## config.mk

```make
export PLATFORM = sky130hd
export DESIGN_NAME = akc_datapath
export DESIGN_NICKNAME = d
export VERILOG_FILES = /design/src/hw/akc_pkg.sv /design/src/hw/akc_manip.sv /design/src/hw/akc_datapath.sv
export VERILOG_INCLUDE_DIRS = /design/src /design/src/hw
export SDC_FILE = /design/constraint.sdc
export NUM_CORES = 1
export LEC_CHECK = 0
export BUFFER_PORTS_ARGS = -buffer_cell sky130_fd_sc_hd__clkbuf_2
export CAP_MARGIN = 25
export CORE_MARGIN = 2
export CORE_UTILIZATION = 25
export CTS_CLUSTER_DIAMETER = 40
export DETAILED_ROUTE_END_ITERATION = 10
export PLACE_DENSITY = 0.43
export SLEW_MARGIN = 10
export SYNTH_ARGS = -nofsm -noshare
export SYNTH_HDL_FRONTEND = slang
export SYNTH_SLANG_ARGS = --single-unit
export TNS_END_PERCENT = 1
```

## constraint.sdc

```tcl
create_clock -name pclk -period 5.6 [get_ports pclk]
set_input_delay 1.12 -clock pclk [delete_from_list [all_inputs] [get_ports pclk]]
set_output_delay 1.12 -clock pclk [all_outputs]
set_load 0.02 [all_outputs]
```

## src/hw/akc_params.svh

```systemverilog
`ifndef AKC_PARAMS_SVH
`define AKC_PARAMS_SVH
`define AKC_OFF_CTRL      8'h00
`define AKC_OFF_CONSOLE   8'h04
`define AKC_OFF_KEY       8'h08
`define AKC_OFF_SRC_ACC   8'h0C
`define AKC_OFF_DST_ACC   8'h10
`define AKC_OFF_MQ        8'h14
`define AKC_OFF_STATUS    8'h18
`define AKC_OFF_PC        8'h1C
`define AKC_OFF_SUM_HOLD  8'h20
`define AKC_OFF_MA        8'h24
`define AKC_OFF_MB        8'h28
`define AKC_OFF_SUM       8'h2C
`define AKC_C_SRC_LO      0
`define AKC_C_DST_LOW     2
`define AKC_C_DST_UHI     3
`define AKC_C_DST_LHI     4
`define AKC_C_SRC_INV     5
`define AKC_C_DST_INV     6
`define AKC_C_PLUS1       7
`define AKC_C_AND         8
`define AKC_C_MANIP_X     9
`define AKC_C_MANIP_Y     10
`define AKC_C_ALC         11
`define AKC_C_STORE       12
`define AKC_C_SKIP        13
`define AKC_C_LOAD_N      14
`define AKC_C_INC         15
`define AKC_C_SH_LOAD     16
`define AKC_C_C2M         17
`define AKC_C_A2M         18
`define AKC_C_MEMCY       19
`define AKC_K_EXAMINE     0
`define AKC_K_DEPOSIT     1
`define AKC_K_EXEC        2
`define AKC_CTRL_RST      32'h0000_4000
`define AKC_WORD_RST      16'h0000
`define AKC_TP_LAST       2'h3
`endif

```

## src/hw/akc_pkg.sv

```systemverilog
package akc_pkg;
    typedef enum logic [2:0] {
        AKC_IDLE = 3'b000,
        AKC_KEY  = 3'b001,
        AKC_CONSOLE_MEMORY_CYCLE = 3'b010,
        AKC_EXEC = 3'b011,
        AKC_MEMC = 3'b100
    } akc_state_t;
    typedef enum logic [1:0] {
        AKC_NONE  = 2'b00,
        AKC_LEFT  = 2'b01,
        AKC_RIGHT = 2'b10,
        AKC_SWAP  = 2'b11
    } akc_manip_t;
endpackage : akc_pkg

```

## src/hw/akc_manip.sv

```systemverilog
`timescale 1ns/1ps
`default_nettype none
module akc_manip #(
    parameter int DW = 16
) (
    input  wire logic [DW-1:0]     adder_res,
    input  wire logic              adder_carry,
    input  wire akc_pkg::akc_manip_t sel,
    output logic      [DW-1:0]     sum,
    output logic                   sum_carry
);
    import akc_pkg::*;
    always_comb begin
        sum       = adder_res;
        sum_carry = adder_carry;
        case (sel)
            AKC_NONE: begin
                sum       = adder_res;
                sum_carry = adder_carry;
            end
            AKC_LEFT: begin
                sum       = {adder_res[DW-2:0], adder_carry};
                sum_carry = adder_res[DW-1];
            end
            AKC_RIGHT: begin
                sum       = {adder_carry, adder_res[DW-1:1]};
                sum_carry = adder_res[0];
            end
            AKC_SWAP: begin
                sum       = {adder_res[DW/2-1:0], adder_res[DW-1:DW/2]};
                sum_carry = adder_carry;
            end
            default: begin
                sum       = adder_res;
                sum_carry = adder_carry;
            end
        endcase
    end
endmodule : akc_manip
`default_nettype wire

```

## src/hw/akc_datapath.sv

```systemverilog
// The implementer's own choices: the register offsets and register access over APB.
`timescale 1ns/1ps
`default_nettype none
`include "akc_params.svh"
module akc_datapath #(
    parameter int DW = 16
) (
    input  wire logic          pclk,
    input  wire logic          presetn,
    input  wire logic          psel,
    input  wire logic          penable,
    input  wire logic          pwrite,
    input  wire logic [7:0]    paddr,
    input  wire logic [31:0]   pwdata,
    output logic      [31:0]   prdata,
    output logic               pready,
    output logic               pslverr,
    input  wire logic [DW-1:0] mem_sense_data,
    input  wire logic          data_channel_cycle,
    output logic [DW-2:0]      memory_address_reg,
    output logic [DW-1:0]      memory_buffer_reg,
    output logic [DW-1:0]      memory_output_bus,
    output logic               mem_strobe,
    output logic               buffer_load_pulse,
    output logic               mem_write,
    output logic               bus_transfer_inhibit_n,
    output logic               processor_running
);
    import akc_pkg::*;

    localparam int HB = DW / 2;

    logic [31:0]   ctrl_r;
    logic [DW-1:0] console_r;
    logic [DW-1:0] src_acc_r;
    logic [DW-1:0] dst_acc_r;
    logic [DW-1:0] mq_r;
    logic [DW-1:0] pc_r;
    logic [DW-1:0] sum_hold_r;
    logic [DW-2:0] ma_r;
    logic [DW-1:0] mb_r;
    logic [DW-1:0] mbo_r;
    logic          strobe_r;
    logic          bload_r;
    logic          mwr_r;
    logic          inh_n_r;
    logic          key_seen_r;
    logic          key_dep_r;
    logic          exec_req_r;
    logic          run_set_r;
    logic          run_r;
    logic [1:0]    phase_r;
    akc_state_t    state_r;
    logic          carry_r;
    logic [31:0]   prdata_r;
    logic          pready_r;
    logic          pslverr_r;

    // bus decode
    wire setup_rd  = psel && !penable;
    wire access    = psel && penable && pready_r;
    wire wr_ctrl   = access && pwrite && (paddr == `AKC_OFF_CTRL);
    wire wr_con    = access && pwrite && (paddr == `AKC_OFF_CONSOLE);
    wire wr_key    = access && pwrite && (paddr == `AKC_OFF_KEY);
    wire wr_sacc   = access && pwrite && (paddr == `AKC_OFF_SRC_ACC);
    wire wr_dacc   = access && pwrite && (paddr == `AKC_OFF_DST_ACC);
    wire wr_mq     = access && pwrite && (paddr == `AKC_OFF_MQ);
    wire idle      = (state_r == AKC_IDLE) && !key_seen_r && !exec_req_r;
    wire key_go    = wr_key && idle
                     && (pwdata[`AKC_K_EXAMINE] || pwdata[`AKC_K_DEPOSIT]);
    wire exec_go   = wr_key && idle && pwdata[`AKC_K_EXEC] && !key_go;

    // timing pulses
    wire tp0 = run_r && (phase_r == 2'h0);
    wire tp1 = run_r && (phase_r == 2'h1);
    wire tp2 = run_r && (phase_r == 2'h2);
    wire tp3 = run_r && (phase_r == `AKC_TP_LAST);

    wire in_key  = (state_r == AKC_KEY);
    wire in_console_memory_cycle = (state_r == AKC_CONSOLE_MEMORY_CYCLE);
    wire in_exec = (state_r == AKC_EXEC);
    wire in_memc = (state_r == AKC_MEMC);
    wire console_memory_cycle_dp = in_console_memory_cycle && key_dep_r;

    wire major_state_inhibit = in_key || in_console_memory_cycle || data_channel_cycle;
    wire c_on = in_exec && !major_state_inhibit;

    // operand selects
    wire       force_src_sh = console_memory_cycle_dp;
    wire [1:0] src_sel = force_src_sh ? 2'b01
                       : major_state_inhibit ? 2'b00
                       : ctrl_r[`AKC_C_SRC_LO +: 2];
    wire src_select_high = src_sel[1];
    wire src_select_low  = src_sel[0];
    wire mem_out         = in_key;
    wire forced_low_sel  = console_memory_cycle_dp;
    wire dst_sel_low  = (mem_out && !forced_low_sel) ? 1'b0
                      : console_memory_cycle_dp ? 1'b0 : ctrl_r[`AKC_C_DST_LOW];
    wire dst_upper_hi = (mem_out && !forced_low_sel) ? 1'b1
                      : console_memory_cycle_dp ? 1'b0 : ctrl_r[`AKC_C_DST_UHI];
    wire dst_lower_hi = (mem_out && !forced_low_sel) ? 1'b1
                      : console_memory_cycle_dp ? 1'b0 : ctrl_r[`AKC_C_DST_LHI];
    wire src_invert       = c_on && ctrl_r[`AKC_C_SRC_INV];
    wire dst_upper_invert = c_on && ctrl_r[`AKC_C_DST_INV];
    wire plus_one         = c_on && ctrl_r[`AKC_C_PLUS1];
    wire and_op           = c_on && ctrl_r[`AKC_C_AND];

    // console data rides the memory bus while transfer is inhibited
    wire [DW-1:0] mb_view = in_key ? console_r : mb_r;

    wire [DW-1:0] source_operand_mux =
        (src_select_high ? (src_select_low ? src_acc_r : pc_r)
                         : (src_select_low ? sum_hold_r : {DW{1'b0}}))
        ^ {DW{src_invert}};
    wire [HB-1:0] dst_upper_raw =
        dst_upper_hi ? (dst_sel_low ? dst_acc_r[DW-1:HB] : mb_view[DW-1:HB])
                     : (dst_sel_low ? mq_r[DW-1:HB] : {HB{1'b0}});
    wire [HB-1:0] dst_lower_raw =
        dst_lower_hi ? (dst_sel_low ? dst_acc_r[HB-1:0] : mb_view[HB-1:0])
                     : (dst_sel_low ? mq_r[HB-1:0] : {HB{1'b0}});
    wire [DW-1:0] dest_operand_mux =
        {dst_upper_raw ^ {HB{dst_upper_invert}}, dst_lower_raw};

    // adder
    wire [DW:0] add_full = {1'b0, source_operand_mux} + {1'b0, dest_operand_mux}
                         + {{DW{1'b0}}, plus_one};
    wire [DW-1:0] adder_res = and_op ? (source_operand_mux & dest_operand_mux)
                                     : add_full[DW-1:0];
    wire adder_carry = and_op ? 1'b0 : add_full[DW];

    // output manipulator
    wire alc_on = c_on && ctrl_r[`AKC_C_ALC];
    wire forced_manip_x = alc_on && ctrl_r[`AKC_C_MANIP_X];
    wire forced_manip_y = alc_on && ctrl_r[`AKC_C_MANIP_Y];
    wire akc_manip_t manip_sel = akc_manip_t'({forced_manip_y, forced_manip_x});
    wire [DW-1:0] sum;
    wire          sum_carry;

    akc_manip #(.DW(DW)) u_manip (
        .adder_res   (adder_res),
        .adder_carry (adder_carry),
        .sel         (manip_sel),
        .sum         (sum),
        .sum_carry   (sum_carry)
    );

    // counter and register load controls
    wire skip_on = in_exec && ctrl_r[`AKC_C_SKIP];
    wire counter_clock = in_exec && (tp1 || tp3);
    wire counter_load_n = !((in_key && !key_dep_r && tp2)
                         || (in_exec && tp3 && !ctrl_r[`AKC_C_LOAD_N] && !skip_on));
    wire counter_increment = counter_clock
                           && (skip_on || (tp3 && ctrl_r[`AKC_C_INC]));
    wire sum_hold_load = tp3 && ((in_key && key_dep_r)
                      || (in_exec && ctrl_r[`AKC_C_SH_LOAD]));
    wire counter_to_memory = in_key || (in_exec && ctrl_r[`AKC_C_C2M]);
    wire adder_to_mem = console_memory_cycle_dp || (in_exec && ctrl_r[`AKC_C_A2M]);
    wire [DW-1:0] mbo_nxt = counter_to_memory ? pc_r
                          : adder_to_mem ? sum : {DW{1'b0}};
    wire memory_cycle_pending = in_key || (in_exec && ctrl_r[`AKC_C_MEMCY]);
    wire address_load_pulse = tp3 && run_set_r && memory_cycle_pending;
    wire mem_cycle = in_console_memory_cycle || in_memc;
    wire omit_strobe = (in_console_memory_cycle && key_dep_r)
                    || (in_memc && ctrl_r[`AKC_C_STORE]);
    wire mb_from_bus = tp1 && (in_key || (mem_cycle && omit_strobe));
    wire halt_request = mem_cycle;

    // register read
    wire [31:0] status_w = {26'h0, carry_r, key_dep_r, exec_req_r || key_seen_r,
                            run_set_r, run_r, mem_cycle};
    wire rd_hit = (paddr[1:0] == 2'b00) && (paddr <= `AKC_OFF_SUM);
    wire [31:0] rd_mux =
        (paddr == `AKC_OFF_CTRL)     ? ctrl_r
      : (paddr == `AKC_OFF_CONSOLE)  ? {16'h0, console_r}
      : (paddr == `AKC_OFF_SRC_ACC)  ? {16'h0, src_acc_r}
      : (paddr == `AKC_OFF_DST_ACC)  ? {16'h0, dst_acc_r}
      : (paddr == `AKC_OFF_MQ)       ? {16'h0, mq_r}
      : (paddr == `AKC_OFF_STATUS)   ? status_w
      : (paddr == `AKC_OFF_PC)       ? {16'h0, pc_r}
      : (paddr == `AKC_OFF_SUM_HOLD) ? {16'h0, sum_hold_r}
      : (paddr == `AKC_OFF_MA)       ? {17'h0, ma_r}
      : (paddr == `AKC_OFF_MB)       ? {16'h0, mb_r}
      : (paddr == `AKC_OFF_SUM)      ? {15'h0, sum_carry, sum}
      : 32'h0000_0000;

    // bus slave
    always_ff @(posedge pclk or negedge presetn) begin
        if (!presetn) begin
            prdata_r  <= 32'h0000_0000;
            pready_r  <= 1'b0;
            pslverr_r <= 1'b0;
        end else begin
            pready_r  <= setup_rd;
            pslverr_r <= setup_rd && !rd_hit;
            if (setup_rd && !pwrite) begin
                prdata_r <= rd_mux;
            end
        end
    end

    // software registers
    always_ff @(posedge pclk or negedge presetn) begin
        if (!presetn) begin
            ctrl_r    <= `AKC_CTRL_RST;
            console_r <= `AKC_WORD_RST;
            src_acc_r <= `AKC_WORD_RST;
            dst_acc_r <= `AKC_WORD_RST;
            mq_r      <= `AKC_WORD_RST;
        end else begin
            if (wr_ctrl) ctrl_r <= pwdata;
            if (wr_con)  console_r <= pwdata[DW-1:0];
            if (wr_sacc) src_acc_r <= pwdata[DW-1:0];
            if (wr_dacc) dst_acc_r <= pwdata[DW-1:0];
            if (wr_mq)   mq_r <= pwdata[DW-1:0];
        end
    end

    // counter
    always_ff @(posedge pclk or negedge presetn) begin
        if (!presetn) begin
            pc_r <= `AKC_WORD_RST;
        end else if (!counter_load_n) begin
            pc_r <= sum;
        end else if (counter_increment) begin
            pc_r <= pc_r + {{(DW-1){1'b0}}, 1'b1};
        end
    end

    // sum hold and carry
    always_ff @(posedge pclk or negedge presetn) begin
        if (!presetn) begin
            sum_hold_r <= `AKC_WORD_RST;
            carry_r    <= 1'b0;
        end else if (sum_hold_load) begin
            sum_hold_r <= sum;
            carry_r    <= sum_carry;
        end
    end

    // memory address, buffer and bus
    always_ff @(posedge pclk or negedge presetn) begin
        if (!presetn) begin
            ma_r  <= {(DW-1){1'b0}};
            mb_r  <= `AKC_WORD_RST;
            mbo_r <= `AKC_WORD_RST;
        end else begin
            mbo_r <= mbo_nxt;
            if (address_load_pulse) ma_r <= mbo_nxt[DW-2:0];
            if (strobe_r) begin
                mb_r <= mem_sense_data;
            end else if (mb_from_bus) begin
                mb_r <= mbo_r;
            end
        end
    end

    // memory cycle pulses
    always_ff @(posedge pclk or negedge presetn) begin
        if (!presetn) begin
            strobe_r <= 1'b0;
            bload_r  <= 1'b0;
            mwr_r    <= 1'b0;
            inh_n_r  <= 1'b1;
        end else begin
            strobe_r <= tp0 && mem_cycle && !omit_strobe;
            bload_r  <= mb_from_bus;
            mwr_r    <= tp2 && mem_cycle && omit_strobe;
            inh_n_r  <= !(key_seen_r || (run_r && in_key));
        end
    end

    // key and cycle sequencer
    always_ff @(posedge pclk or negedge presetn) begin
        if (!presetn) begin
            state_r    <= AKC_IDLE;
            key_seen_r <= 1'b0;
            key_dep_r  <= 1'b0;
            exec_req_r <= 1'b0;
            run_set_r  <= 1'b0;
            run_r      <= 1'b0;
            phase_r    <= 2'h0;
        end else begin
            if (run_r) phase_r <= phase_r + 2'h1;
            case (state_r)
                AKC_IDLE: begin
                    phase_r <= 2'h0;
                    if (key_go) begin
                        key_seen_r <= 1'b1;
                        key_dep_r  <= pwdata[`AKC_K_DEPOSIT] && !pwdata[`AKC_K_EXAMINE];
                    end else if (exec_go) begin
                        exec_req_r <= 1'b1;
                    end else if (key_seen_r) begin
                        key_seen_r <= 1'b0;
                        run_set_r  <= 1'b1;
                        run_r      <= 1'b1;
                        state_r    <= AKC_KEY;
                    end else if (exec_req_r) begin
                        exec_req_r <= 1'b0;
                        run_set_r  <= 1'b1;
                        run_r      <= 1'b1;
                        state_r    <= AKC_EXEC;
                    end
                end
                AKC_KEY: begin
                    if (tp3) state_r <= AKC_CONSOLE_MEMORY_CYCLE;
                end
                AKC_EXEC: begin
                    if (tp3 && memory_cycle_pending) begin
                        state_r <= AKC_MEMC;
                    end else if (tp3) begin
                        run_set_r <= 1'b0;
                        run_r     <= 1'b0;
                        state_r   <= AKC_IDLE;
                    end
                end
                AKC_CONSOLE_MEMORY_CYCLE, AKC_MEMC: begin
                    if (tp2 && halt_request) run_set_r <= 1'b0;
                    if (tp3 && !run_set_r) begin
                        run_r   <= 1'b0;
                        state_r <= AKC_IDLE;
                    end
                end
                default: begin
                    state_r <= AKC_IDLE;
                    run_r   <= 1'b0;
                end
            endcase
        end
    end

    assign prdata                 = prdata_r;
    assign pready                 = pready_r;
    assign pslverr                = pslverr_r;
    assign memory_address_reg     = ma_r;
    assign memory_buffer_reg      = mb_r;
    assign memory_output_bus      = mbo_r;
    assign mem_strobe             = strobe_r;
    assign buffer_load_pulse      = bload_r;
    assign mem_write              = mwr_r;
    assign bus_transfer_inhibit_n = inh_n_r;
    assign processor_running      = run_r;
endmodule : akc_datapath
`default_nettype wire

```

# --- Yosys cells after proc, flatten, opt, wreduce, memory -nomap -nowiden ---
# Cells that the tools add are included.
classes:
  n_shift: 0
  muxes: 64
  n_eq_ne: 32
  n_reduce_logical: 108
  add_sub_neg: 4
  div_mod_pow: 0
  magnitude_cmp: 1
  multipliers: 0
  n_bitwise: 5
op_table:
  columns: ["operator", "n"]
  rows:
  - ["two-way mux 16 bit", 11]
  - ["two-way mux 17 bit", 10]
  - ["case mux 16 bit (4 select lines)", 1]
  - ["logical AND 1 bit", 61]
  - ["two-way mux 8 bit", 6]
  - ["equality test 8 x 5 -> 1 bit, second input constant", 4]
  - ["equality test 8 x 6 -> 1 bit, second input constant", 4]
  - ["two-way mux 32 bit", 1]
  - ["two-way mux 3 bit", 8]
  - ["two-way mux 1 bit", 19]
  - ["adder 16 x 16 -> 17 bit", 1]
  - ["adder 17 x 1 -> 17 bit", 1]
  - ["adder 16 x 1 -> 16 bit, second input constant", 1]
  - ["AND 16 bit", 1]
  - ["equality test 8 x 4 -> 1 bit, second input constant", 2]
  - ["inequality test 2 bit, second input constant", 8]
  - ["XOR 16 bit", 1]
  - ["logical NOT 1 bit", 15]
  - ["logical OR 1 bit", 15]
  - ["AND reduction 7 bit", 2]
  - ["case mux 3 bit (4 select lines)", 1]
  - ["equality test 2 bit, second input constant", 4]
  - ["equality test 8 x 3 -> 1 bit, second input constant", 1]
  - ["less-or-equal comparator 8 x 6 -> 1 bit, second input constant", 1]
  - ["22 further kinds", 35]
word_totals:
  mem_bits_ro: 0
  latchBits: 0
  out_inout_bits: 86
  regBits: 224
  ramBits: 0
  mem_count: 0

# --- Logic depth before layout (Yosys ltp) ---
# Gate-level depths: netlist of the first run.
depth:
  depth_word: 23
  mapped_depth: 20
  ltp_nobuf: 19

# --- Hierarchy ---
# Synthesis of the first run repeated with hierarchy kept, for this count alone.
unflattened:
  cells_unflattened: 1298
  area_unflattened_um2: 13240.2
by_module_without_submodules:
  columns: ["mod", "cells_each", "instances", "area_per_inst_um2"]
  rows:
  - ["akc_datapath", 1232, 1, 12709.7]
  - ["akc_manip", 66, 1, 530.5]

# --- Least setup slack after synthesis of the first run ---
# Ideal clock, no wire load.
synth_path:
  kind: "input-to-reg"
  startpoint: "input port data_channel_cycle"
  endpoint: "register ma_r[13], in the netlist memory_address_reg[13]"
  path_buffers: 1
  t_arrival_ps: 4733
  path_slack_ps: 742
  stages: 19
  required_ps: 5475
  setup_ps: 125
  cell_sequence: "nand2b_1 > o21a_1 > o22a_1 > and2_1 > clkbuf_1 > nand2_1 > o21ai_0 > xor2_1 > fa_1 > inv_1 > fa_1 > a211oi_4 > o21a_4 > o22ai_1 > a21oi_1 > mux2i_1 > a21oi_1 > a22o_1 > mux2_2"
synth_between:
  elab_chain_len: 12
  elab_cells_between_ends: 28
  cone_classes: "2 x add/sub; 3 x eq/ne; 9 x mux; 3 x bitwise; 11 x reduce/logical"
synth_rtl:
  columns: ["item", "line_no", "text"]
  rows:
  - ["from (decl)", "akc_datapath.sv:19", "input wire logic data_channel_cycle,"]
  - ["logical OR 1 bit *", "akc_datapath.sv:85", "wire major_state_inhibit = in_key || in_console_memory_cycle || data_channel_cycle;"]
  - ["two-way mux 2 bit", "akc_datapath.sv:91", ": major_state_inhibit ? 2'b00"]
  - ["two-way mux 2 bit", "akc_datapath.sv:90", "wire [1:0] src_sel = force_src_sh ? 2'b01"]
  - ["two-way mux 16 bit, on equally long branches", "akc_datapath.sv:113, akc_datapath.sv:112", null]
  - ["two-way mux 16 bit", "akc_datapath.sv:112", "(src_select_high ? (src_select_low ? src_acc_r : pc_r)"]
  - ["XOR 16 bit", "akc_datapath.sv:114", "^ {DW{src_invert}};"]
  - ["adder 16 x 16 -> 17 bit", "akc_datapath.sv:125", "wire [DW:0] add_full = {1'b0, source_operand_mux} + {1'b0, dest_operand_mux}"]
  - ["adder 17 x 1 -> 17 bit", "akc_datapath.sv:126", "+ {{DW{1'b0}}, plus_one};"]
  - ["two-way mux 16 bit", "akc_datapath.sv:127", "wire [DW-1:0] adder_res = and_op ? (source_operand_mux & dest_operand_mux)"]
  - ["case mux 16 bit (4 select lines) *", "akc_manip.sv:16", "case (sel)"]
  - ["two-way mux 16 bit *", "akc_datapath.sv:159", ": adder_to_mem ? sum : {DW{1'b0}};"]
  - ["two-way mux 16 bit *", "akc_datapath.sv:158", "wire [DW-1:0] mbo_nxt = counter_to_memory ? pc_r"]
  - ["named net mbo_nxt[13]", "akc_datapath.sv:158", null]
  - ["to (signal assigned)", "akc_datapath.sv:243", "ma_r <= {(DW-1){1'b0}};"]
  - ["to (signal assigned)", "akc_datapath.sv:248", "if (address_load_pulse) ma_r <= mbo_nxt[DW-2:0];"]
  - ["to (decl)", "akc_datapath.sv:40", "logic [DW-2:0] ma_r;"]
# Mark *: on every way through the listed nets, which the timed path passes. The rest lies on a longest branch.
# A chain may end at the register's enable or synchronous reset.

# --- Worst setup path after layout of the first run ---
layout_path:
  startpoint: "register state_r[0]"
  endpoint: "register prdata_r[15], in the netlist prdata[15]"
layout_between:
  elab_chain_len: 23
  elab_cells_between_ends: 58
  cone_classes: "2 x add/sub; 6 x eq/ne; 32 x mux; 3 x bitwise; 15 x reduce/logical"
layout_rtl:
  columns: ["item", "line_no", "text"]
  rows:
  - ["from (decl)", "akc_datapath.sv:53", "akc_state_t state_r;"]
  - ["from (signal assigned)", "akc_datapath.sv:275", "state_r <= AKC_IDLE;"]
  - ["from (signal assigned)", "akc_datapath.sv:296", "state_r <= AKC_KEY;"]
  - ["from (signal assigned)", "akc_datapath.sv:301", "state_r <= AKC_EXEC;"]
  - ["equality test 3 x 1 -> 1 bit or equality test 3 x 2 -> 1 bit (tied branches)", "akc_datapath.sv:79, akc_datapath.sv:80", null]
  - ["logical OR 1 bit or logical AND 1 bit (tied branches)", "akc_datapath.sv:85, akc_datapath.sv:83", null]
  - ["logical OR 1 bit or logical NOT 1 bit (tied branches)", null, null]
  - ["two-way mux 2 bit or logical AND 1 bit (tied branches)", null, null]
  - ["two-way mux 2 bit or two-way mux 1 bit (tied branches)", "akc_datapath.sv:90, akc_datapath.sv:97", null]
  - ["two-way mux 16 bit, or another cell as far along", "akc_datapath.sv:113", ": (src_select_low ? sum_hold_r : {DW{1'b0}}))"]
  - ["two-way mux 16 bit or two-way mux 8 bit (tied branches)", "akc_datapath.sv:112, akc_datapath.sv:116", null]
  - ["XOR 16 bit or XOR 8 bit (tied branches)", "akc_datapath.sv:114, akc_datapath.sv:122", null]
  - ["[7 not listed]", null, null]
  - ["two-way mux 17 bit *", "akc_datapath.sv:180", ": (paddr == `AKC_OFF_SUM_HOLD) ? {16'h0, sum_hold_r}"]
  - ["two-way mux 17 bit *", "akc_datapath.sv:179", ": (paddr == `AKC_OFF_PC) ? {16'h0, pc_r}"]
  - ["two-way mux 17 bit *", "akc_datapath.sv:178", ": (paddr == `AKC_OFF_STATUS) ? status_w"]
  - ["two-way mux 17 bit *", "akc_datapath.sv:177", ": (paddr == `AKC_OFF_MQ) ? {16'h0, mq_r}"]
  - ["two-way mux 17 bit *", "akc_datapath.sv:176", ": (paddr == `AKC_OFF_DST_ACC) ? {16'h0, dst_acc_r}"]
  - ["two-way mux 17 bit *", "akc_datapath.sv:175", ": (paddr == `AKC_OFF_SRC_ACC) ? {16'h0, src_acc_r}"]
  - ["two-way mux 17 bit *", "akc_datapath.sv:174", ": (paddr == `AKC_OFF_CONSOLE) ? {16'h0, console_r}"]
  - ["two-way mux 32 bit *", "akc_datapath.sv:173", "(paddr == `AKC_OFF_CTRL) ? ctrl_r"]
  - ["to (signal assigned)", "akc_datapath.sv:196", "prdata_r <= rd_mux;"]
  - ["to (decl)", "akc_datapath.sv:55", "logic [31:0] prdata_r;"]
# Mark *: on every way between the ends. The rest lies on a longest branch, timed or not.

==> metrics.txt, run 1 <==
# TYPE chip_impl_metric gauge
chip_impl_info{name="result_of_the_run",value="complete, no violations"} 1
chip_impl_metric{name="post_drt_via_cell_ratio",unit=""} 5.29
chip_impl_info{name="commonest_cells_after_routing_fill_and_taps_aside",value="sky130_fd_sc_hd__nand2_1, sky130_fd_sc_hd__dfrtp_1, sky130_fd_sc_hd__clkbuf_2"} 1
chip_impl_metric{name="grt_max_degree",unit=""} 89
chip_impl_metric{name="io_buffers",unit=""} 147
chip_impl_metric{name="layout.nets",unit=""} 1827
chip_impl_metric{name="cts_setup_buffers",unit=""} 0
chip_impl_metric{name="setup_violations",unit=""} 0
chip_impl_metric{name="critical_path_s_largest_stage_delay",unit="ns"} 0.55
chip_impl_metric{name="post_dp_cell_area",unit="µm²"} 16100
chip_impl_metric{name="layout.area.seq",unit="µm²"} 5610
chip_impl_metric{name="mux_contribution_to_synthesized_area",unit="%"} 11.6
chip_impl_metric{name="worst-path-buf-inv",unit=""} 3
chip_impl_metric{name="cts.sinks",unit=""} 224
chip_impl_metric{name="drc_errors",unit=""} 0
chip_impl_metric{name="dp.final_hpwl",unit="µm"} 49600
chip_impl_metric{name="multi_input_gate_area_in_the_final_layout",unit="µm²"} 7820
chip_impl_metric{name="initial_core_util",unit="%"} 25.3
chip_impl_metric{name="yosys.area_share.xor_xnor",unit="%"} 3.26
chip_impl_info{name="final_common_cell",value="sky130_fd_sc_hd__nand2_1"} 1
chip_impl_info{name="grt_setup_unrepaired",value="false"} 1
chip_impl_metric{name="p_leak",unit="µW"} 0.00804
chip_impl_info{name="startpoint_type",value="register"} 1
chip_impl_metric{name="finalInstanceArea",unit="µm²"} 17400
chip_impl_metric{name="share_of_post_route_cells_with_drive_strength_above_1",unit="%"} 27.6
chip_impl_metric{name="skew",unit="ns"} 0.0178
chip_impl_metric{name="number_of_global_route_vias_before_repair",unit=""} 12900
chip_impl_metric{name="yosysSeqAreaShare",unit="%"} 40.3
chip_impl_metric{name="final_util",unit="%"} 31.6
chip_impl_metric{name="core.rowCount",unit=""} 86
chip_impl_metric{name="power.density",unit="nW/µm²"} 364
chip_impl_metric{name="synth-simple-area-share",unit="%"} 17.5
chip_impl_metric{name="yosys_cell_types",unit=""} 94
chip_impl_info{name="tritoncts",value="done"} 1
chip_impl_metric{name="post_synthesis_instance_total",unit=""} 1539
chip_impl_metric{name="die_h",unit="µm"} 240
chip_impl_metric{name="via_count",unit=""} 13300
chip_impl_metric{name="die_w",unit="µm"} 240
chip_impl_metric{name="pin_count",unit=""} 148
chip_impl_metric{name="grt_usage",unit="%"} 21.9
chip_impl_metric{name="syn_nets",unit=""} 1628
chip_impl_metric{name="yosysWarningCount",unit=""} 0
chip_impl_metric{name="drtAntennaViolNets",unit=""} 0
chip_impl_metric{name="clk_transition_reported_paths",unit="ns"} 0.06
chip_impl_metric{name="async_reset_ff_share",unit="%"} 100
chip_impl_metric{name="number_of_synthesized_flops_with_an_enable_pin",unit=""} 0
chip_impl_metric{name="postSynthRegisterBits",unit=""} 224
chip_impl_info{name="hold_path.class",value="register to register"} 1
chip_impl_metric{name="worst-slew-pin-transition",unit="ns"} 1.00
chip_impl_metric{name="numCtsBuffers",unit=""} 39
chip_impl_info{name="path_delay_family",value="compound AO/OA/AOI/OAI gates"} 1
chip_impl_metric{name="clock_insertion_delay_worst_skew",unit="ns"} 0.53
chip_impl_metric{name="crit_path_max_fanout",unit=""} 12
chip_impl_metric{name="global_placement_routability_congestion",unit=""} 0.925
chip_impl_metric{name="avgSynthCellArea",unit="µm²"} 9.04
chip_impl_metric{name="whs",unit="ns"} 0.471
chip_impl_metric{name="initial_antenna_violation_count",unit=""} 0
chip_impl_info{name="cp_cell_sequence",value="nor2b_1 -> nand2_1 -> buf_4 -> a21oi_1 -> buf_4 -> nor3_1 -> a21oi_1 -> o21ai_0 -> ha_1 -> a21oi_1 -> nand2_1 -> o211ai_1 -> a21oi_1 -> o21a_1 -> o31ai_1 -> o32ai_2 -> buf_4 -> o31ai_1"} 1
chip_impl_metric{name="fin_max_slew_vios",unit=""} 0
chip_impl_metric{name="yosys.area_share.adder",unit="%"} 2.54
chip_impl_metric{name="maxSlewHeadroom",unit="%"} 33.4
chip_impl_metric{name="max-clock-path-buffers",unit=""} 3
chip_impl_metric{name="worst_ir_drop_vdd",unit="mV"} 0.231
chip_impl_metric{name="area_growth_syn_to_layout",unit="%"} 25.2
chip_impl_metric{name="global_route.overflow_total",unit=""} 0
chip_impl_metric{name="floorplan.die_area",unit="µm²"} 57600
chip_impl_info{name="ys_dominant_reg_cell",value="sky130_fd_sc_hd__dfrtp_1"} 1
chip_impl_info{name="synth_top_family_by_area",value="compound AO/OA/AOI/OAI gates"} 1
chip_impl_info{name="timing.setup.critical_path_class",value="register to register"} 1
chip_impl_metric{name="finalSetupTns",unit="ns"} 0
chip_impl_metric{name="cp.required",unit="ns"} 6.03
chip_impl_metric{name="min_period_over_period",unit="%"} 95.7
chip_impl_info{name="most_used_cell_cp",value="sky130_fd_sc_hd__a21oi_1"} 1
chip_impl_metric{name="htree_num_levels",unit=""} 2
chip_impl_metric{name="finalHoldViolCount",unit=""} 0
chip_impl_metric{name="first_pass_iters",unit=""} 6
chip_impl_metric{name="mappedNetlistArea",unit="µm²"} 13900
chip_impl_metric{name="fillers",unit=""} 5808
chip_impl_metric{name="arrival",unit="ns"} 5.79
chip_impl_metric{name="synth-compound-area-share",unit="%"} 21.1
chip_impl_metric{name="max_clock_freq",unit="MHz"} 187
chip_impl_metric{name="timing.max_cap.violations",unit=""} 0
chip_impl_metric{name="final_period_minus_worst_setup_slack",unit="ns"} 5.36
chip_impl_metric{name="wire_length_of_the_first_global_routing_pass",unit="µm"} 92300
chip_impl_info{name="worst_path_max_delay_cell",value="sky130_fd_sc_hd__dfrtp_1"} 1
chip_impl_metric{name="routed_wire_length_per_instance",unit="µm"} 25.2
chip_impl_info{name="critPathCaptureType",value="register"} 1
chip_impl_metric{name="antennaDiodeCount",unit=""} 0
chip_impl_info{name="clock-root-buffer",value="sky130_fd_sc_hd__clkbuf_16"} 1
chip_impl_metric{name="route.final.wire_length",unit="µm"} 63400
chip_impl_metric{name="core-area",unit="µm²"} 55100
chip_impl_metric{name="drt_first_iter_violations",unit=""} 1420
## final cells by class
type / count / share of cell area [%]
repair buffers: 258 / 9.48
well taps: 748 / 5.37
multi-input cells: 1191 / 44.9
clock inverters: 22 / 1.28
flip-flops and latches: 224 / 32.2
clock buffers: 50 / 6.30
inverters: 24 / 0.517
## synthesized netlist by cell type (4+ instances only)
library cell                count  area, µm²
sky130_fd_sc_hd__buf_1          5       18.8
sky130_fd_sc_hd__nor3_1        36        180
sky130_fd_sc_hd__clkbuf_1      73        274
sky130_fd_sc_hd__or3_1          5       31.3
sky130_fd_sc_hd__a31oi_1        7       43.8
sky130_fd_sc_hd__a21o_1         8       60.1
sky130_fd_sc_hd__a2111oi_0      5       43.8
sky130_fd_sc_hd__nor4_1         9       56.3
sky130_fd_sc_hd__o21a_1        12       90.1
sky130_fd_sc_hd__a21oi_1      120        601
sky130_fd_sc_hd__nand2b_1      10       62.6
sky130_fd_sc_hd__xnor2_1       17        149
sky130_fd_sc_hd__o22ai_1       19        119
sky130_fd_sc_hd__nand3_1       53        265
sky130_fd_sc_hd__o21ai_1        5       25.0
sky130_fd_sc_hd__a221oi_1      14        123
sky130_fd_sc_hd__mux2_2       110       1240
sky130_fd_sc_hd__a211oi_1      12       90.1
sky130_fd_sc_hd__nand4_1       10       62.6
sky130_fd_sc_hd__nand2_1      235        882
sky130_fd_sc_hd__o31ai_1       13       97.6
sky130_fd_sc_hd__dfrtp_1      222       5560
sky130_fd_sc_hd__mux2i_1       38        380
sky130_fd_sc_hd__nor2b_1       12       75.1
sky130_fd_sc_hd__buf_2         15       75.1
sky130_fd_sc_hd__nor2_1        96        360
sky130_fd_sc_hd__a22o_1         7       61.3
sky130_fd_sc_hd__xor2_1        33        289
sky130_fd_sc_hd__o41ai_1        4       35.0
sky130_fd_sc_hd__o21ai_0      115        576
sky130_fd_sc_hd__o221ai_1      12        105
sky130_fd_sc_hd__a222oi_1       4       40.0
sky130_fd_sc_hd__a221o_1       12        120
sky130_fd_sc_hd__ha_1          25        313
sky130_fd_sc_hd__or2_2          6       37.5
sky130_fd_sc_hd__and2_1         7       43.8
sky130_fd_sc_hd__o211ai_1      12       90.1
sky130_fd_sc_hd__and3_1        15       93.8
sky130_fd_sc_hd__inv_1         24       90.1
sky130_fd_sc_hd__a22oi_1       11       82.6
## metrics by stage
step	power, µW	cells	worst slack [ns]
2_1_floorplan	3000	1539	0.742
3_3_place_gp	3940	2442	-0.115
3_5_place_dp	3950	2444	-0.154
4_1_cts	6360	2516	0.228
5_1_grt	6610	2517	0.0863
6_report	6340	2517	0.242
## path summary, 6_finish.rpt
path,cells past startpoint,end,start,slack [ns]
setup / recovery,18,prdata[15],state_r[0],0.24
hold / removal,2,prdata[24],prdata[24],0.47
setup reg to reg,18,prdata[15],state_r[0],0.24
hold reg to reg,2,prdata[24],prdata[24],0.47
max in group asynchronous,2,prdata[10],presetn,3.74
min in group asynchronous,1,prdata[26],presetn,0.56
## worst min-delay path, stage by stage, from the launching register on
cell	delay (ns)
sky130_fd_sc_hd__dfrtp_1	0.34
sky130_fd_sc_hd__nand2_1	0.05
sky130_fd_sc_hd__nand2_1	0.05
## layer usage
layer | global-route usage, % | share of wire [%] | up-vias
met5 | 0 | 0 | -
met4 | 7.81 | 3.6 | 0
met3 | 3.50 | 7.5 | 88
met2 | 30.8 | 40 | 588
met1 | 33.3 | 49 | 6619
li1 | - | - | 6020
## cell families after synthesis
| group | Yosys count |
|---|---|
| and+or+nand+nor | 522 |
| muxes | 148 |
| AOI/OAI and AO/OA | 443 |
| adders and majority gates | 27 |
| buffers and inverters | 124 |
| DFF | 224 |
| xor gates and xnor gates | 51 |
## what timing repair did
action	CTS	global route
gates resized for setup	0	1
endpoints found under the hold margin	0	0
setup endpoints to repair	0	3
hold buffers	0	0
## power breakdown
part           internal [µW]  total, µW  switching, µW
sequential              1810       2220            407
clock                   1470       2380            911
combinational            614       1740           1130
total                   3890       6340           2440
(Power assumes the default switching activity.)
==> run 2, diff against run 1 <==
--- a/config.mk
+++ b/config.mk
@@ -8,12 +8,11 @@
 export LEC_CHECK = 0
 export BUFFER_PORTS_ARGS = -buffer_cell sky130_fd_sc_hd__clkbuf_2
 export CAP_MARGIN = 25
-export CORE_MARGIN = 2
 export CORE_UTILIZATION = 25
 export CTS_CLUSTER_DIAMETER = 40
 export DETAILED_ROUTE_END_ITERATION = 10
 export PLACE_DENSITY = 0.43
-export SLEW_MARGIN = 10
+export SLEW_MARGIN = 5
 export SYNTH_ARGS = -nofsm -noshare
 export SYNTH_HDL_FRONTEND = slang
 export SYNTH_SLANG_ARGS = --single-unit
==> run 2 against run 1 <==
  * Worst hold slack got worse by 0.0054 ns
  * Clock power rose by 8%
  * Setup slack improved by 0.22 ns
  * Sequential share of layout area rose by 0.13 points
  * Largest cell class unchanged
  * Largest power group unchanged
==> metrics.txt, run 2 (synthesized netlist as in run 1, its figures left out) <==
# TYPE chip_impl_metric gauge
chip_impl_metric{name="numCtsBuffers",unit=""} 40
chip_impl_metric{name="fin_max_slew_vios",unit=""} 0
chip_impl_info{name="result_of_the_run",value="complete, no violations"} 1
chip_impl_metric{name="rrSetupSlack",unit="ns"} 0.47
chip_impl_metric{name="maxSlewHeadroom",unit="%"} 32.0
chip_impl_metric{name="share_of_post_route_cells_with_drive_strength_above_1",unit="%"} 27.0
chip_impl_metric{name="worst_ir_drop_vdd",unit="mV"} 0.179
chip_impl_metric{name="p_comb_share",unit="%"} 26.2
chip_impl_metric{name="routed_wire_length_per_instance",unit="µm"} 25.2
chip_impl_metric{name="global_route.overflow_total",unit=""} 0
chip_impl_metric{name="crit_path_max_fanout",unit=""} 15
chip_impl_info{name="commonest_cells_after_routing_fill_and_taps_aside",value="sky130_fd_sc_hd__nand2_1, sky130_fd_sc_hd__dfrtp_1, sky130_fd_sc_hd__clkbuf_2"} 1
chip_impl_info{name="hold_path_startpoint",value="prdata[28]"} 1
chip_impl_metric{name="grt_usage",unit="%"} 22.1
chip_impl_info{name="worst_r2r_startpoint",value="key_dep_r"} 1
chip_impl_metric{name="cts.sinks",unit=""} 224
chip_impl_info{name="final_common_cell",value="sky130_fd_sc_hd__nand2_1"} 1
chip_impl_metric{name="io_buffers",unit=""} 147
chip_impl_metric{name="global_placement_routability_congestion",unit=""} 0.926
chip_impl_metric{name="first_pass_iters",unit=""} 7
chip_impl_metric{name="die_h",unit="µm"} 238
chip_impl_metric{name="setup_slack",unit="ns"} 0.460
chip_impl_metric{name="min_period_over_period",unit="%"} 91.8
chip_impl_metric{name="drt_first_iter_violations",unit=""} 1654
chip_impl_info{name="grt_setup_unrepaired",value="false"} 1
chip_impl_metric{name="arrival",unit="ns"} 5.61
chip_impl_info{name="timing.rr.end",value="prdata[1]"} 1
chip_impl_metric{name="post_drt_via_cell_ratio",unit=""} 5.32
chip_impl_metric{name="initial_antenna_violation_count",unit=""} 1
chip_impl_metric{name="reg2regPathDepth",unit=""} 16
chip_impl_info{name="cp_cell_sequence",value="clkbuf_2 -> nand2b_1 -> o21a_1 -> o22a_1 -> and2_1 -> buf_4 -> a21oi_1 -> xor2_1 -> ha_1 -> nor2b_1 -> o2111a_1 -> o211ai_1 -> mux2i_1 -> nor2_1 -> nand4_1 -> a2111oi_0 -> a211o_1"} 1
chip_impl_metric{name="initial_core_util",unit="%"} 25.3
chip_impl_metric{name="cts-resized-gates",unit=""} 0
chip_impl_metric{name="worst-slew-pin-transition",unit="ns"} 1.02
chip_impl_metric{name="fin_total_pwr",unit="µW"} 6440
chip_impl_metric{name="finalHoldViolCount",unit=""} 0
chip_impl_metric{name="finish.cell_count_without_fillers",unit=""} 2500
chip_impl_metric{name="skew",unit="ns"} 0.0202
chip_impl_info{name="path_delay_family",value="compound AO/OA/AOI/OAI gates"} 1
chip_impl_metric{name="pin_count",unit=""} 148
chip_impl_metric{name="power.switching_fraction",unit="%"} 37.9
chip_impl_metric{name="htree_num_levels",unit=""} 2
chip_impl_metric{name="max_clock_freq",unit="MHz"} 195
chip_impl_info{name="timing.setup.critical_path_class",value="primary input to register"} 1
chip_impl_metric{name="floorplan.die_area",unit="µm²"} 56600
chip_impl_metric{name="drc_errors",unit=""} 0
chip_impl_metric{name="cts_hold_repair.buffers",unit=""} 0
chip_impl_metric{name="p_leak",unit="µW"} 0.00799
chip_impl_metric{name="cts_setup_buffers",unit=""} 0
chip_impl_info{name="worst_hold_path.endpoint",value="prdata[28]"} 1
chip_impl_metric{name="timing.max_cap.violations",unit=""} 0
chip_impl_metric{name="power.density",unit="nW/µm²"} 371
chip_impl_metric{name="die_w",unit="µm"} 238
chip_impl_metric{name="max-clock-path-buffers",unit=""} 3
chip_impl_metric{name="final_period_minus_worst_setup_slack",unit="ns"} 5.14
chip_impl_metric{name="wire_length_of_the_first_global_routing_pass",unit="µm"} 91700
chip_impl_metric{name="route.final.wire_length",unit="µm"} 62900
chip_impl_info{name="startpoint_type",value="primary input"} 1
chip_impl_metric{name="finalSetupTns",unit="ns"} 0
chip_impl_metric{name="power.net_switching",unit="µW"} 2440
chip_impl_info{name="tritoncts",value="done"} 1
chip_impl_metric{name="core-area",unit="µm²"} 55100
chip_impl_metric{name="clock_insertion_delay_worst_skew",unit="ns"} 0.54
chip_impl_metric{name="antennaDiodeCount",unit=""} 0
chip_impl_metric{name="power_report.internal_total",unit="µW"} 4000
chip_impl_info{name="critPathCaptureType",value="register"} 1
chip_impl_metric{name="p_seq_share",unit="%"} 33.9
chip_impl_metric{name="drtAntennaViolNets",unit=""} 0
chip_impl_metric{name="clk_pwr_share",unit="%"} 39.9
chip_impl_metric{name="number_of_global_route_vias_before_repair",unit=""} 12800
chip_impl_metric{name="detailedPlace.worstSlack",unit="ns"} 0.00163
chip_impl_info{name="worst_path_max_delay_cell",value="sky130_fd_sc_hd__a2111oi_0"} 1
chip_impl_metric{name="layout.nets",unit=""} 1809
chip_impl_info{name="clock-root-buffer",value="sky130_fd_sc_hd__clkbuf_16"} 1
chip_impl_metric{name="cp.required",unit="ns"} 6.07
chip_impl_metric{name="critical_path_s_largest_stage_delay",unit="ns"} 0.53
chip_impl_metric{name="setup_violations",unit=""} 0
chip_impl_metric{name="core.rowCount",unit=""} 86
chip_impl_metric{name="whs",unit="ns"} 0.466
chip_impl_metric{name="worst-path-buf-inv",unit=""} 2
chip_impl_info{name="hold_path.class",value="register to register"} 1
chip_impl_metric{name="via_count",unit=""} 13300
chip_impl_metric{name="grt_max_degree",unit=""} 92
chip_impl_metric{name="worstHoldPathCells",unit=""} 2
chip_impl_metric{name="area_growth_syn_to_layout",unit="%"} 24.7
chip_impl_metric{name="post-place-cells",unit=""} 2423
chip_impl_metric{name="clk_transition_reported_paths",unit="ns"} 0.05
chip_impl_metric{name="dp.final_hpwl",unit="µm"} 48800
-- run 2: routing by layer --
metal / GRT usage, % / vias up / part of all wire [%]
met2: 32.2 / 637 / 42
met5: 0 / - / 0.013
li1: - / 6002 / -
met4: 6.00 / 2 / 2.7
met3: 4.80 / 87 / 8.8
met1: 32.4 / 6570 / 47
-- run 2: power by group through the flow --
stage	sequential (µW)	combinational, µW	clock, µW
final	2180	1690	2570
after global routing	2200	1820	2700
after CTS	2180	1670	2620
after detailed placement	2200	1660	0
after global placement	2200	1660	0
after floorplan	2140	868	0
-- run 2: cell type report --
type	count	area, µm²
Fill cell	5866	37700
Multi-Input combinational cell	1191	7810
Tap cell	748	936
Clock inverter	28	332
Inverter	24	90.1
Sequential cell	224	5610
Timing Repair Buffer	239	1490
Clock buffer	46	1080
-- run 2: worst max-delay path by stage --
| stage | endpoint | startpoint | cells after the start |
|---|---|---|---|
| final | prdata[1] | data_channel_cycle | 17 |
| after global routing | prdata[1] | key_dep_r | 17 |
| after CTS | prdata[1] | data_channel_cycle | 17 |
| after detailed placement | prdata[1] | data_channel_cycle | 17 |
| after global placement | prdata[1] | data_channel_cycle | 17 |
| after floorplan | memory_address_reg[13] | data_channel_cycle | 19 |
-- run 2: worst min-delay path, stage by stage, from the launching register on --
cell and delay [ns]:
sky130_fd_sc_hd__dfrtp_1 0.34, sky130_fd_sc_hd__nand2_1 0.05, sky130_fd_sc_hd__nand2_1 0.05
-- run 2: through the flow --
step	instance area, µm²	util, %
final	17400	31.5
after global routing	17400	31.5
after CTS	17300	31.4
after detailed placement	15900	28.8
after global placement	15800	28.8
after floorplan	13900	-
==> run 3, diff against run 2 <==
--- a/config.mk
+++ b/config.mk
@@ -15,5 +15,6 @@
 export SLEW_MARGIN = 5
 export SYNTH_ARGS = -nofsm -noshare
 export SYNTH_HDL_FRONTEND = slang
+export SYNTH_HIERARCHICAL = 1
 export SYNTH_SLANG_ARGS = --single-unit
 export TNS_END_PERCENT = 1
==> run 3 against run 2 <==
  * Non-clock buffer count rose by 41
  * Flip-flop and latch count unchanged
  * Register-to-register slack lost 0.21 ns
  * Critical endpoint is now prdata[13]
  * Critical path type is now register to register
  * Via count down 13%
==> metrics.txt, run 3 <==
# TYPE chip_impl_metric gauge
chip_impl_metric{name="p_comb_share",unit="%"} 4.8
chip_impl_metric{name="yosysWarningCount",unit=""} 6
chip_impl_metric{name="setup_violations",unit=""} 0
chip_impl_metric{name="routed_wire_length_per_instance",unit="µm"} 23.4
chip_impl_metric{name="die_w",unit="µm"} 232
chip_impl_metric{name="drt_first_iter_violations",unit=""} 941
chip_impl_info{name="timing.setup.critical_path_class",value="register to register"} 1
chip_impl_info{name="ys_dominant_reg_cell",value="sky130_fd_sc_hd__dfrtp_1"} 1
chip_impl_metric{name="first_pass_iters",unit=""} 7
chip_impl_info{name="result_of_the_run",value="complete, no violations"} 1
chip_impl_metric{name="postSynthRegisterBits",unit=""} 224
chip_impl_info{name="synth.top_cells.by_count",value="sky130_fd_sc_hd__dfrtp_1, sky130_fd_sc_hd__nand2_1, sky130_fd_sc_hd__mux2_2, sky130_fd_sc_hd__o21ai_0, sky130_fd_sc_hd__mux2i_1"} 1
chip_impl_metric{name="global_placement_routability_congestion",unit=""} 0.891
chip_impl_metric{name="power.switching_fraction",unit="%"} 24.5
chip_impl_metric{name="die_h",unit="µm"} 232
chip_impl_metric{name="cts.sinks",unit=""} 224
chip_impl_metric{name="initial_antenna_violation_count",unit=""} 1
chip_impl_info{name="commonest_cells_after_routing_fill_and_taps_aside",value="sky130_fd_sc_hd__dfrtp_1, sky130_fd_sc_hd__nand2_1, sky130_fd_sc_hd__clkbuf_2"} 1
chip_impl_metric{name="async_reset_ff_share",unit="%"} 100
chip_impl_metric{name="antennaDiodeCount",unit=""} 0
chip_impl_metric{name="power.net_switching",unit="µW"} 1120
chip_impl_metric{name="grt_max_degree",unit=""} 119
chip_impl_metric{name="yosys_cell_types",unit=""} 76
chip_impl_metric{name="area_growth_syn_to_layout",unit="%"} 28.5
chip_impl_metric{name="layout.nets",unit=""} 1636
chip_impl_info{name="yosysMostFrequentCell",value="sky130_fd_sc_hd__dfrtp_1"} 1
chip_impl_metric{name="fillers",unit=""} 5384
chip_impl_metric{name="io_buffers",unit=""} 147
chip_impl_metric{name="drc_errors",unit=""} 0
chip_impl_metric{name="arrival",unit="ns"} 5.78
chip_impl_metric{name="post_synthesis_instance_total",unit=""} 1298
chip_impl_metric{name="route.final.wire_length",unit="µm"} 52900
chip_impl_metric{name="cts_setup_buffers",unit=""} 0
chip_impl_info{name="startpoint_type",value="register"} 1
chip_impl_metric{name="max-clock-path-buffers",unit=""} 3
chip_impl_metric{name="finish.cell_count_without_fillers",unit=""} 2258
chip_impl_metric{name="whs",unit="ns"} 0.468
chip_impl_info{name="critPathCaptureType",value="register"} 1
chip_impl_metric{name="floorplan.die_area",unit="µm²"} 53900
chip_impl_metric{name="final_period_minus_worst_setup_slack",unit="ns"} 5.34
chip_impl_metric{name="core.rowCount",unit=""} 83
chip_impl_metric{name="fin_max_slew_vios",unit=""} 0
chip_impl_metric{name="maxSlewHeadroom",unit="%"} 33.5
chip_impl_info{name="synth.area.top_cells",value="sky130_fd_sc_hd__dfrtp_1, sky130_fd_sc_hd__mux2_2, sky130_fd_sc_hd__mux2i_1"} 1
chip_impl_metric{name="initial_core_util",unit="%"} 25.5
chip_impl_metric{name="p_leak",unit="µW"} 0.00794
chip_impl_info{name="clock-root-buffer",value="sky130_fd_sc_hd__clkbuf_16"} 1
chip_impl_metric{name="skew",unit="ns"} 0.0187
chip_impl_metric{name="dp.final_hpwl",unit="µm"} 39200
chip_impl_metric{name="crit_path_max_fanout",unit=""} 8
chip_impl_metric{name="cp.required",unit="ns"} 6.04
chip_impl_metric{name="clk_pwr_share",unit="%"} 58.7
chip_impl_info{name="grt_setup_unrepaired",value="true"} 1
chip_impl_metric{name="max_clock_freq",unit="MHz"} 187
chip_impl_metric{name="p_seq_share",unit="%"} 36.5
chip_impl_metric{name="share_of_post_route_cells_with_drive_strength_above_1",unit="%"} 33.5
chip_impl_metric{name="min_period_over_period",unit="%"} 95.3
chip_impl_info{name="final_common_cell",value="sky130_fd_sc_hd__dfrtp_1"} 1
chip_impl_metric{name="pin_count",unit=""} 148
chip_impl_metric{name="worst-slew-pin-transition",unit="ns"} 0.994
chip_impl_metric{name="syn_nets",unit=""} 1388
chip_impl_metric{name="core-area",unit="µm²"} 51800
chip_impl_metric{name="power_report.internal_total",unit="µW"} 3440
chip_impl_metric{name="via_count",unit=""} 11500
chip_impl_metric{name="clk_transition_reported_paths",unit="ns"} 0.05
chip_impl_metric{name="clock_insertion_delay_worst_skew",unit="ns"} 0.57
chip_impl_metric{name="numCtsBuffers",unit=""} 42
chip_impl_metric{name="avgSynthCellArea",unit="µm²"} 10.2
chip_impl_metric{name="grt_usage",unit="%"} 19.7
chip_impl_metric{name="yosysSeqAreaShare",unit="%"} 42.4
chip_impl_metric{name="global_route.overflow_total",unit=""} 0
chip_impl_info{name="tritoncts",value="done"} 1
chip_impl_info{name="worst_r2r_startpoint",value="state_r[0]"} 1
chip_impl_metric{name="power.density",unit="nW/µm²"} 268
chip_impl_metric{name="wire_length_of_the_first_global_routing_pass",unit="µm"} 77900
chip_impl_metric{name="finalHoldViolCount",unit=""} 0
chip_impl_metric{name="rrSetupSlack",unit="ns"} 0.26
chip_impl_metric{name="post_drt_via_cell_ratio",unit=""} 5.10
chip_impl_metric{name="number_of_global_route_vias_before_repair",unit=""} 11500
chip_impl_info{name="hold_path.class",value="primary input to async pin"} 1
chip_impl_metric{name="number_of_synthesized_flops_with_an_enable_pin",unit=""} 0
chip_impl_metric{name="reg2regPathDepth",unit=""} 22
chip_impl_info{name="synthDominantAreaCellType",value="sky130_fd_sc_hd__dfrtp_1"} 1
chip_impl_metric{name="htree_num_levels",unit=""} 2
chip_impl_metric{name="worst_ir_drop_vdd",unit="mV"} 0.206
chip_impl_metric{name="drtAntennaViolNets",unit=""} 0
chip_impl_info{name="timing.rr.end",value="prdata[13]"} 1
chip_impl_metric{name="synth_top_area_share",unit="%"} 42.0
chip_impl_metric{name="timing.max_cap.violations",unit=""} 0
chip_impl_metric{name="cts_hold_repair.buffers",unit=""} 0
chip_impl_metric{name="post-place-cells",unit=""} 2182
chip_impl_metric{name="mappedNetlistArea",unit="µm²"} 13200
-- run 3: cell count changes after synthesis, moves of 26 or more --
cell / previous run / this run
sky130_fd_sc_hd__a21oi_1: 120 / 69
sky130_fd_sc_hd__clkbuf_1: 73 / 27
sky130_fd_sc_hd__mux2i_1: 38 / 86
sky130_fd_sc_hd__nand2_1: 235 / 147
sky130_fd_sc_hd__nand3_1: 53 / 26
sky130_fd_sc_hd__nor3_1: 36 / 10
-- run 3: power groups by stage --
stage | Clock [µW] | Sequential, µW | Combinational, µW
CTS | 2740 | 1660 | 222
floorplan | 0 | 1690 | 78.6
finish | 2670 | 1660 | 218
global route | 2790 | 1660 | 238
detailed placement | 0 | 1690 | 221
global placement | 0 | 1690 | 220
-- run 3: logic make-up (layout without fill, tap and decap cells) --
group           Yosys count  in the layout  synth area share [%]
buf+inv                 109            389                  4.17
mux                     223            223                  18.7
compound gates          326            326                  16.3
simple gates            336            336                  12.4
fa+ha+maj                28             28                  2.76
flops                   224            224                  42.4
xor+xnor                 52             52                  3.44
-- run 3: area by class of cell --
class	count	area, µm²	area share [%]
Timing Repair Buffer	280	1790	10.5
Clock buffer	50	1120	6.59
Multi-Input combinational cell	965	7150	42.1
Inverter	33	124	0.728
Sequential cell	224	5610	33.0
Clock inverter	26	362	2.13
Tap cell	680	851	5.00
-- run 3: worst max path at each step --
stage / start / to / cells after the start
floorplan: data_channel_cycle / prdata[13] / 23
global placement: data_channel_cycle / prdata[13] / 23
detailed placement: data_channel_cycle / prdata[13] / 22
CTS: state_r[0] / prdata[13] / 22
global route: data_channel_cycle / prdata[2] / 25
finish: state_r[0] / prdata[13] / 22
-- run 3: stage by stage --
| stage | util [%] | TNS [ns] | setup WS, ns | instance area [µm²] | total power [µW] |
|---|---|---|---|---|---|
| after floorplan | - | 0 | 0.123 | 13200 | 1770 |
| after global placement | 29.8 | -4.77 | -0.436 | 15400 | 1910 |
| after detailed placement | 29.9 | -5.35 | -0.433 | 15500 | 1910 |
| final | 32.8 | 0 | 0.263 | 17000 | 4550 |
| after CTS | 32.7 | 0 | 0.0273 | 17000 | 4620 |
| after global routing | 32.8 | -0.103 | -0.0613 | 17000 | 4690 |
-- run 3: per-layer routing --
layer | share of wire [%] | vias to the layer above | track usage, %
met2 | 46 | 394 | 30.6
met5 | 0.023 | - | 0
met4 | 3.0 | 2 | 7.13
met1 | 45 | 5778 | 27.2
met3 | 5.9 | 88 | 3.57
li1 | - | 5255 | -
-- run 3: what timing repair did --
action                                  4_1_cts  5_1_grt
endpoints found under the hold margin         0        0
endpoints found under the setup margin        0       17
gates resized for setup                       0       10
-- run 3: critical path, stage by stage, from the launching register on --
cell and delay [ns]:
sky130_fd_sc_hd__dfrtp_1 0.42, sky130_fd_sc_hd__nand2b_1 0.27, sky130_fd_sc_hd__o21ai_2 0.23, sky130_fd_sc_hd__buf_4 0.25, sky130_fd_sc_hd__nor2b_1 0.10, sky130_fd_sc_hd__a211oi_2 0.27, sky130_fd_sc_hd__or2_1 0.20, sky130_fd_sc_hd__fa_1 0.23
sky130_fd_sc_hd__inv_1 0.07, sky130_fd_sc_hd__fa_1 0.39, sky130_fd_sc_hd__a211oi_2 0.27, sky130_fd_sc_hd__o211ai_1 0.21, sky130_fd_sc_hd__a31oi_2 0.24, sky130_fd_sc_hd__o21ai_0 0.14, sky130_fd_sc_hd__xnor2_1 0.15, sky130_fd_sc_hd__a21oi_1 0.19
sky130_fd_sc_hd__a222oi_1 0.37, sky130_fd_sc_hd__mux2i_1 0.20, sky130_fd_sc_hd__mux4_2 0.51, sky130_fd_sc_hd__nand2_1 0.08, sky130_fd_sc_hd__o21ai_0 0.09, sky130_fd_sc_hd__a32oi_1 0.25, sky130_fd_sc_hd__o21ai_0 0.10
